**src/slew_pkg.sv**
```systemverilog
// Purpose: constants and carriers for the converter transition and
//          linear regulator setpoint register bank
// Assumes: 20 MHz clock, byte-wide register port
// Notes:   step counts derived from printed step times
package slew_pkg;

  localparam int unsigned CLK_HZ = 20000000;

  // register offsets
  localparam logic [7:0] OFS_TRANSITION_CTRL = 8'h11;
  localparam logic [7:0] OFS_LINEAR_ONE      = 8'h12;
  localparam logic [7:0] OFS_LINEAR_TWO      = 8'h13;
  localparam logic [7:0] OFS_CONV_C_SETPOINT = 8'h14;

  // reset values
  localparam logic [7:0] RST_TRANSITION_CTRL = 8'h06;
  localparam logic [7:0] RST_LINEAR_ONE      = 8'h09;
  localparam logic [7:0] RST_LINEAR_TWO      = 8'h38;
  localparam logic [7:0] RST_CONV_C_SETPOINT = 8'h08;

  // transition control field positions
  localparam int unsigned BIT_GO       = 7;
  localparam int unsigned BIT_BYPASS   = 6;
  localparam int unsigned BIT_FIXED_A  = 5;
  localparam int unsigned BIT_FIXED_B  = 4;
  localparam int unsigned BIT_FIXED_C  = 3;
  localparam int unsigned SLEW_MSB     = 2;

  // linear regulator one: code in low nibble, upper nibble reserved
  localparam logic [7:0] MASK_LINEAR_ONE = 8'h0f;
  // linear regulator two: bit 7 reserved
  localparam logic [7:0] MASK_LINEAR_TWO = 8'h7f;
  // converter c setpoint: bit 6 reserved
  localparam logic [7:0] MASK_CONV_C     = 8'hbf;

  localparam logic [2:0] SLEW_IMMEDIATE = 3'h7;

  // shortest step 3.5 us, in tenths of a microsecond
  localparam int unsigned STEP_MIN_TENTH_US = 35;
  localparam int unsigned STEP_MIN_CYC =
    (STEP_MIN_TENTH_US * (CLK_HZ / 100000)) / 100;
  localparam int unsigned STEP_MAX_CYC = STEP_MIN_CYC * 64;
  localparam int unsigned STEP_CNT_W = 13;

  typedef struct packed {
    logic       wr;
    logic       rd;
    logic [7:0] addr;
    logic [7:0] wdata;
  } reg_req_type;

  typedef struct packed {
    logic       fixed_a;
    logic       fixed_b;
    logic       fixed_c;
    logic [3:0] linear_one_code;
    logic [6:0] linear_two_field;
    logic [5:0] conv_c_code;
    logic       conv_c_external_adjust;
  } ctrl_out_type;

endpackage

```
**src/step_timer.sv**
```systemverilog
// Purpose: per-step interval timer for stepped transitions
// Assumes: start pulse reloads, tick pulses once per interval
// Notes:   interval = shortest step shifted by (6 - code)
`timescale 1ns/10ps
module step_timer (
  // clock and reset
  input  wire logic       clk,
  input  wire logic       rst_n,
  // control
  input  wire logic       start,
  input  wire logic       run,
  input  wire logic [2:0] slew,
  // event
  output logic            tick
);

  typedef struct packed {
    logic [12:0] count;
    logic        tick;
  } state_type;

  state_type state_reg;
  state_type state_next;
  logic [12:0] interval;

  always_comb begin
    // code 000b is the longest step, each code up to 110b halves it
    interval = 13'(slew_pkg::STEP_MIN_CYC << (3'd6 - slew));
    state_next = state_reg;
    state_next.tick = 1'b0;
    if (start || !run) begin
      state_next.count = interval - 13'h0001;
    end else if (state_reg.count == 13'h0000) begin
      state_next.tick = 1'b1;
      state_next.count = interval - 13'h0001;
    end else begin
      state_next.count = state_reg.count - 13'h0001;
    end
  end

  always_ff @(posedge clk) begin
    if (!rst_n) begin
      state_reg <= '0;
    end else begin
      state_reg <= state_next;
    end
  end

  assign tick = state_reg.tick;

endmodule // step_timer

```
**src/transition_regs.sv**
```systemverilog
// Purpose: transition control and linear regulator setpoint registers
// Assumes: byte register port, unlock level from the password logic
// Notes:   one stepping engine drives only the converter c setpoint
`timescale 1ns/10ps

module transition_regs (
  // clock and reset
  input  wire logic                  clk,
  input  wire logic                  rst_n,
  // register port
  input  wire slew_pkg::reg_req_type req,
  input  wire logic                  unlocked,
  output logic [7:0]                 rdata,
  output logic                       rvalid,
  // converter c setpoint pins
  output logic [5:0]                 conv_c_effective_code,
  output logic                       transition_busy,
  // regulator controls
  output slew_pkg::ctrl_out_type     ctrl
);

  typedef enum logic [1:0] {
    IDLE = 2'b00,
    STEP = 2'b01
  } phase_type;

  typedef struct packed {
    phase_type  phase;
    logic [7:0] transition_ctrl;
    logic [7:0] linear_one;
    logic [7:0] linear_two;
    logic [7:0] conv_c;
    logic [5:0] effective;
    logic [7:0] rdata;
    logic       rvalid;
  } state_type;

  state_type state_reg;
  state_type state_next;
  logic      tick;
  logic      timer_start;
  logic      wr_ok;
  logic      go_write;
  logic      setpoint_write;
  logic      start_move;
  logic [5:0] target;
  logic [2:0] slew;

  assign slew   = state_reg.transition_ctrl[slew_pkg::SLEW_MSB:0];
  assign target = state_reg.conv_c[5:0];

  step_timer u_timer (
    .clk   (clk),
    .rst_n (rst_n),
    .start (timer_start),
    .run   (state_reg.phase == STEP),
    .slew  (slew),
    .tick  (tick)
  );

  always_comb begin
    state_next = state_reg;
    wr_ok = req.wr && unlocked;
    go_write = wr_ok && req.addr == slew_pkg::OFS_TRANSITION_CTRL
               && req.wdata[slew_pkg::BIT_GO];
    setpoint_write = wr_ok && req.addr == slew_pkg::OFS_CONV_C_SETPOINT;
    // bypass lets a setpoint write start the move on its own
    start_move = go_write || (setpoint_write
                 && state_reg.transition_ctrl[slew_pkg::BIT_BYPASS]);
    timer_start = 1'b0;

    // register writes
    if (wr_ok) begin
      unique case (req.addr)
        slew_pkg::OFS_TRANSITION_CTRL: begin
          // go write of zero keeps a running go bit
          state_next.transition_ctrl = {
            state_reg.transition_ctrl[slew_pkg::BIT_GO]
              | req.wdata[slew_pkg::BIT_GO],
            req.wdata[slew_pkg::BIT_BYPASS:0]};
        end
        slew_pkg::OFS_LINEAR_ONE: begin
          state_next.linear_one =
            req.wdata & slew_pkg::MASK_LINEAR_ONE;
        end
        slew_pkg::OFS_LINEAR_TWO: begin
          state_next.linear_two = req.wdata & slew_pkg::MASK_LINEAR_TWO;
        end
        slew_pkg::OFS_CONV_C_SETPOINT: begin
          state_next.conv_c = req.wdata & slew_pkg::MASK_CONV_C;
        end
        default: begin
        end
      endcase
    end

    // stepping engine; new target read from the register copy each step
    unique case (state_reg.phase)
      IDLE: begin
        if (start_move) begin
          state_next.phase = STEP;
          timer_start = 1'b1;
          state_next.transition_ctrl[slew_pkg::BIT_GO] = 1'b1;
        end
      end
      STEP: begin
        if (slew == slew_pkg::SLEW_IMMEDIATE) begin
          state_next.effective = target;
        end else if (tick && state_reg.effective < target) begin
          state_next.effective = state_reg.effective + 6'h01;
        end else if (tick && state_reg.effective > target) begin
          state_next.effective = state_reg.effective - 6'h01;
        end
        // finishing wins unless a fresh start lands in the same cycle
        if (state_next.effective == target && !start_move) begin
          state_next.phase = IDLE;
          state_next.transition_ctrl[slew_pkg::BIT_GO] = 1'b0;
        end else if (start_move) begin
          state_next.transition_ctrl[slew_pkg::BIT_GO] = 1'b1;
        end
      end
      default: begin
        state_next.phase = IDLE;
      end
    endcase

    // read port, registered answer held until the next read
    state_next.rvalid = req.rd;
    if (req.rd) begin
      unique case (req.addr)
        slew_pkg::OFS_TRANSITION_CTRL: begin
          state_next.rdata = state_reg.transition_ctrl;
        end
        slew_pkg::OFS_LINEAR_ONE: begin
          state_next.rdata = state_reg.linear_one;
        end
        slew_pkg::OFS_LINEAR_TWO: begin
          state_next.rdata = state_reg.linear_two;
        end
        slew_pkg::OFS_CONV_C_SETPOINT: begin
          state_next.rdata = state_reg.conv_c;
        end
        default: begin
          state_next.rdata = 8'h00;
        end
      endcase
    end
  end

  always_ff @(posedge clk) begin
    if (!rst_n) begin
      state_reg.phase           <= IDLE;
      state_reg.transition_ctrl <= slew_pkg::RST_TRANSITION_CTRL;
      state_reg.linear_one      <= slew_pkg::RST_LINEAR_ONE;
      state_reg.linear_two      <= slew_pkg::RST_LINEAR_TWO;
      state_reg.conv_c          <= slew_pkg::RST_CONV_C_SETPOINT;
      state_reg.effective       <= slew_pkg::RST_CONV_C_SETPOINT[5:0];
      state_reg.rdata           <= 8'h00;
      state_reg.rvalid          <= 1'b0;
    end else begin
      state_reg <= state_next;
    end
  end

  assign rdata                 = state_reg.rdata;
  assign rvalid                = state_reg.rvalid;
  assign conv_c_effective_code = state_reg.effective;
  assign transition_busy       = state_reg.transition_ctrl[slew_pkg::BIT_GO];
  assign ctrl.fixed_a =
    state_reg.transition_ctrl[slew_pkg::BIT_FIXED_A];
  assign ctrl.fixed_b =
    state_reg.transition_ctrl[slew_pkg::BIT_FIXED_B];
  assign ctrl.fixed_c =
    state_reg.transition_ctrl[slew_pkg::BIT_FIXED_C];
  assign ctrl.linear_one_code  = state_reg.linear_one[3:0];
  assign ctrl.linear_two_field = state_reg.linear_two[6:0];
  assign ctrl.conv_c_code      = state_reg.conv_c[5:0];
  assign ctrl.conv_c_external_adjust = state_reg.conv_c[7];

endmodule // transition_regs

```
**config.mk**
```make
export PLATFORM = sky130hd
export DESIGN_NAME = transition_regs
export DESIGN_NICKNAME = d
export VERILOG_FILES = /design/src/slew_pkg.sv /design/src/step_timer.sv /design/src/transition_regs.sv
export SDC_FILE = /design/constraint.sdc
export NUM_CORES = 1
export LEC_CHECK = 0
export BUFFER_PORTS_ARGS = -buffer_cell sky130_fd_sc_hd__buf_2
export CORE_ASPECT_RATIO = 1.5
export CORE_UTILIZATION = 45
export CTS_CLUSTER_DIAMETER = 200
export DETAILED_ROUTE_END_ITERATION = 8
export PLACE_DENSITY = 0.78
export SYNTH_ARGS = -nofsm -noshare
export SYNTH_HDL_FRONTEND = slang
export SYNTH_SLANG_ARGS = --single-unit
```
**constraint.sdc**
```tcl
create_clock -name clk -period 3.19 [get_ports clk]
set_clock_uncertainty 0.05 [all_clocks]
set_input_delay 0.638 -clock clk [delete_from_list [all_inputs] [get_ports clk]]
set_output_delay 0.638 -clock clk [all_outputs]
set_load 0.03 [all_outputs]
```
### Word-level counts from Yosys, hierarchy flattened

Index checks and enable logic that the tools add are counted.

| word-level totals | value |
|---|---|
| output and inout port bits | 37 |
| flip-flop bits (word level) | 57 |
| word-level logic and storage cells | 71 |

| operators by class | value |
|---|---|
| $add $sub $neg | 5 |
| reductions and logical operators | 20 |
| equality and inequality tests | 9 |
| shift-type cells | 1 |
| muxes and demuxes | 21 |
| bitwise gates (word level) | 2 |
| order comparisons | 2 |

Operators by type and width:

| cell | count |
|---|---|
| == test 8 x 5 -> 1 bit, second input constant | 4 |
| 2-to-1 mux 32 bit | 1 |
| one-hot mux 8 bit (4 select lines) | 1 |
| 2-to-1 mux 13 bit | 2 |
| subtractor 13 x 1 -> 13 bit, second input constant | 2 |
| 2-to-1 mux 6 bit | 4 |
| 2-to-1 mux 8 bit | 2 |
| zero test 13 bit | 1 |
| left shift 7 x 3 -> 13 bit, first input constant | 1 |
| AND reduction 2 bit | 5 |
| logical AND 1 bit | 8 |
| 2-to-1 mux 7 bit | 1 |
| adder 6 x 1 -> 6 bit, second input constant | 1 |
| == test 6 bit | 1 |
| > comparator 6 bit | 1 |
| < comparator 6 bit | 1 |
| subtractor 6 x 1 -> 6 bit, second input constant | 1 |
| 2-to-1 mux 1 bit | 5 |
| 2-to-1 mux 4 bit | 1 |
| != test 2 bit, second input constant | 2 |
| one-hot mux 2 bit (2 select lines) | 1 |
| == test 3 bit, second input constant | 1 |
| 2-to-1 mux 3 bit | 1 |
| subtractor 3 bit, first input constant | 1 |
| other kinds (9) | 11 |

### Depth between registers and ports, before layout

| logic depth | value |
|---|---|
| word-level depth | 10 |
| mapped depth | 10 |
| mapped depth without buffers | 10 |

### Modules after synthesis

From an unflattened synthesis, not the netlist that was laid out.

| unflattened totals | value |
|---|---|
| cells, all modules | 426 |
| area total of the unflattened synthesis | 3843.7 sq um |

Modules (own cells, without submodules):

| module | area each (sq um) | times used | seq. area each (sq um) | cells an instance |
|---|---|---|---|---|
| transition_regs | 2820.2 | 1 | 840.8 | 316 |
| step_timer | 1023.5 | 1 | 280.3 | 110 |

### Worst setup path after synthesis

OpenSTA, ideal clock, no wires.

| path | value |
|---|---|
| kind | input port to flip-flop |
| start | in req[13] in the netlist's numbering |
| end | reg state_reg (netlist bit slew[2]) |
| stages | 7 |
| setup time | 0.129 ns |
| data arrival time | 2.205 ns |
| path buffers | 1 |
| required time | 3.011 ns |
| setup slack | 0.806 ns |
| path through | nand2b_1 -> or4_4 -> or2_1 -> buf_2 -> nor3_4 -> mux2i_1 -> nand2_1 |

| on the way | value |
|---|---|
| longest elaborated chain between the ends | 2 |

Ends and longest elaborated chain:

| what | RTL line | source |
|---|---|---|
| start: declaration | transition_regs.sv:11 | `input wire slew_pkg::reg_req_type req,` |
| == test 8 x 5 -> 1 bit | transition_regs.sv:74 | `unique case (req.addr)` |
| AND reduction 2 bit (no line) | -- |  |
| end signal: assignment | transition_regs.sv:161 | `state_reg <= state_next;` |
| end: declaration | transition_regs.sv:38 | `state_type state_reg;` |

Every way passes these cells.
A chain may end at the register's enable or synchronous reset.

### Worst setup path in the final report

| path | value |
|---|---|
| start | reg state_reg (netlist bit ctrl[4]) |
| end | reg state_reg (netlist bit transition_busy) |

| on the way | value |
|---|---|
| longest elaborated chain between the ends | 10 |
| elaborated cells between the ends (all ways) | 12 |
| classes of those cells | order compare: 2; eq/ne: 1; mux: 6; reduce/logical: 3 |

Ends and longest elaborated chain:

| what | RTL line | source |
|---|---|---|
| > comparator 6 bit | transition_regs.sv:111 | `end else if (tick && state_reg.effective > target) begin` |
| logical AND 1 bit | transition_regs.sv:111 |  |
| 2-to-1 mux 6 bit | transition_regs.sv:111 |  |
| 2-to-1 mux 6 bit | transition_regs.sv:109 | `end else if (tick && state_reg.effective < target) begin` |
| 2-to-1 mux 6 bit | transition_regs.sv:107 | `if (slew == slew_pkg::SLEW_IMMEDIATE) begin` |
| 2-to-1 mux 6 bit | transition_regs.sv:98 | `unique case (state_reg.phase)` |
| == test 6 bit (*) | transition_regs.sv:115 | `if (state_next.effective == target && !start_move) begin` |
| logical AND 1 bit (*) | transition_regs.sv:115 |  |
| 2-to-1 mux 1 bit (*) | transition_regs.sv:115 |  |
| one-hot mux 1 bit (2 select lines) (*) | transition_regs.sv:98 |  |

Every way passes the cells marked *; elsewhere a longest branch is shown, timed or not. The select of a mux whose other input is x is not followed.

==> impl_results.md <==
- Status: finished, final reports clean
- Worst Reg-to-Reg Cells: 9
- Max-cap violations: 0
- DIE AREA: 8300 µm²
- Root Buffer: clkbuf_16
- Port Buffer Count: 57
- Critical path launch point type: flop
- CTS tree: yes
- Layout area overhead: 7.25%
- Min-Delay Path Depth: 2
- Setup violators final: 0
- Measured slew at the worst slew-check pin: 0.862 ns
- Post-route design area: 3830 µm²
- Fin crit share: 85.3%
- Top cell type's share of synthesized area: 31.4%
- Post-synth top flop: dfxtp_1
- RSZ-0062 raised after global routing: no
- First-pass GRT wire length: 13,900 µm
- HP Class: reg2reg
- Synthesized instance count: 428
- All-layer global routing usage: 21.4%
- FMAX: 0.368 GHz
- Syn avg cell area: 8.34 µm²
- Max-slew violation count: 0
- Placer congestion estimate: 0.999
- Vias/cell: 5.51
- Most frequent cells in the layout: buf_2, dfxtp_1, nand2_1
- Setup_tns: 0 ns
- Commonest non-fill, non-tap cell in the layout: buf_2
- Via count: 3,020
- DP Wirelength: 6350 µm
- Sequential cell area fraction in the yosys report: 31.4%
- Vias in the first global route: 2,941
- Synthesized area: 3570 µm²
- Clock buffer depth: 2
- DRC Markers: 0
- Crit path max fanout: 6
- Drt initial violations: 132
- Yosys warns: 0
- DRT Pass-1 Iters: 4
- Number of flops mapped to enable cells by yosys: 0
- Setup repair bufs after CTS: 0
- Post-cts hold buffer count: 0
- Chip height: 111 µm
- Nets: 481
- Pwr Density: 346 nW/µm²
- VDD IR max: 0.326 mV
- Leading area contributor after synthesis: dfxtp_1
- Final ANT Viol Nets: 0
- Top cells by area, synth: dfxtp_1, mux2i_1, buf_4
- Clock Sinks: 56
- Placement Cell Area: 3680 µm²
- Worst EP arrival: 2.84 ns
- Initial antenna violation count: 0
- Setup CP Type: reg2reg
- Fin. Hold Viols: 0
- Initial Utilization: 46.6%
- H-tree Lvls: 2
- Cell variety after synth: 58
- Core ar.: 7660 µm²
- Ys async rst share: 0%
- Syn nets: 464
- WL/cell: 15.3 µm
- CTS buffer count: 5
- Post-CTS Resized: 0
- Clk Latency, worst-skew pair: 0.29 ns
- Slew margin rel.: 41.7%
- Critical Path RT: 3.31 ns
- Diode count: 0
- Min cycle time layout: 2.72 ns
- Routed wire length: 8360 µm
- Total Power: 1.32 mW
- Row count: 39
- CP endpoint kind: flop
- Pin count of the biggest net entering global routing: 30
- P_leak: 1.61 nW
- Grt total ovfl: 0
- Max FFs per register: 21
- Flops & latches, synth: 56
- I/O pin total: 58
- Fraction of layout cells with a size suffix above 1: 18.8%
- Chip width: 74.7 µm
- CTS clock-pin slew for the worst setup and hold paths: 0.07 ns
==> through the flow <==
stage / std cells / setup slack, ns / utilization, % / hold slack, ns
6_report: 548 / 0.470 / 50.0 / 0.460
3_3_place_gp: 540 / 0.510 / 48.1 / 0.425
2_1_floorplan: 428 / 0.806 / - / 0.407
4_1_cts: 548 / 0.535 / 50.0 / 0.459
3_5_place_dp: 540 / 0.494 / 48.1 / 0.444
5_1_grt: 548 / 0.279 / 50.0 / 0.495
==> cell type report <==
type	count	area (µm²)
Multi-Input combinational cell	300	2040
Clock buffer	5	125
Clock inverter	3	21.3
Tap cell	102	128
Fill cell	722	3830
Sequential cell	56	1120
Timing Repair Buffer	61	315
Inverter	21	78.8
==> path summary, 6_finish.rpt <==
| path | start | to | slack (ns) |
|---|---|---|---|
| hold reg to reg | rdata[7] | rdata[7] | 0.46 |
| hold / removal | rdata[7] | rdata[7] | 0.46 |
| setup / recovery | ctrl[4] | transition_busy | 0.47 |
| setup reg to reg | ctrl[4] | transition_busy | 0.47 |
==> per-layer routing <==
| layer | part of all wire [%] | track usage, % | vias to the layer above |
|---|---|---|---|
| met5 | 0 | 0 | - |
| met2 | 53 | 37.7 | 80 |
| met1 | 40 | 24.6 | 1417 |
| met4 | 3.7 | 10.1 | 0 |
| li1 | - | - | 1504 |
| met3 | 3.3 | 2.55 | 19 |
==> cells in the mapped netlist, types with 5 or more instances <==
| master | count |
|---|---|
| buf_4 | 36 |
| ha_1 | 15 |
| nand3_1 | 6 |
| a21oi_1 | 15 |
| and2_1 | 7 |
| o21ai_0 | 13 |
| nand2b_1 | 8 |
| mux2i_1 | 31 |
| dfxtp_1 | 56 |
| xor2_1 | 7 |
| nor2_1 | 44 |
| a211oi_1 | 5 |
| clkbuf_1 | 10 |
| inv_1 | 20 |
| o211ai_1 | 6 |
| nand2_1 | 45 |
| nor3_1 | 5 |
| o22ai_1 | 5 |
| xnor2_1 | 13 |
==> cells by family (layout without fill, tap and decap cells) <==
kind of cell | Yosys count | after routing | share of synthesized area (%)
AND/OR/NAND/NOR | 150 | 150 | 21.6
AO/OA/AOI/OAI | 83 | 83 | 16.4
buffers and inverters | 72 | 90 | 11.5
flip-flops | 56 | 56 | 31.4
multiplexers | 32 | 32 | 9.00
XOR/XNOR | 20 | 20 | 4.91
adder cells (fa/ha/maj) | 15 | 15 | 5.26
==> where the power goes <==
part	leakage (nW)	switching [mW]	internal, mW
sequential	0.453	0.00292	0.702
combinational	1.09	0.0443	0.0263
clock	0.0702	0.255	0.293
total	1.61	0.303	1.02
==> worst max-delay path, stage by stage (launching register included) <==
cell and delay (ns):
dfxtp_1 0.41, inv_1 0.16, ha_1 0.34, nand4_1 0.21, a21oi_1 0.35, nor2_1 0.18
a311oi_1 0.45, xnor2_1 0.14, nor3_2 0.23, a21oi_1 0.09
Power figures use the tool's default switching activity.
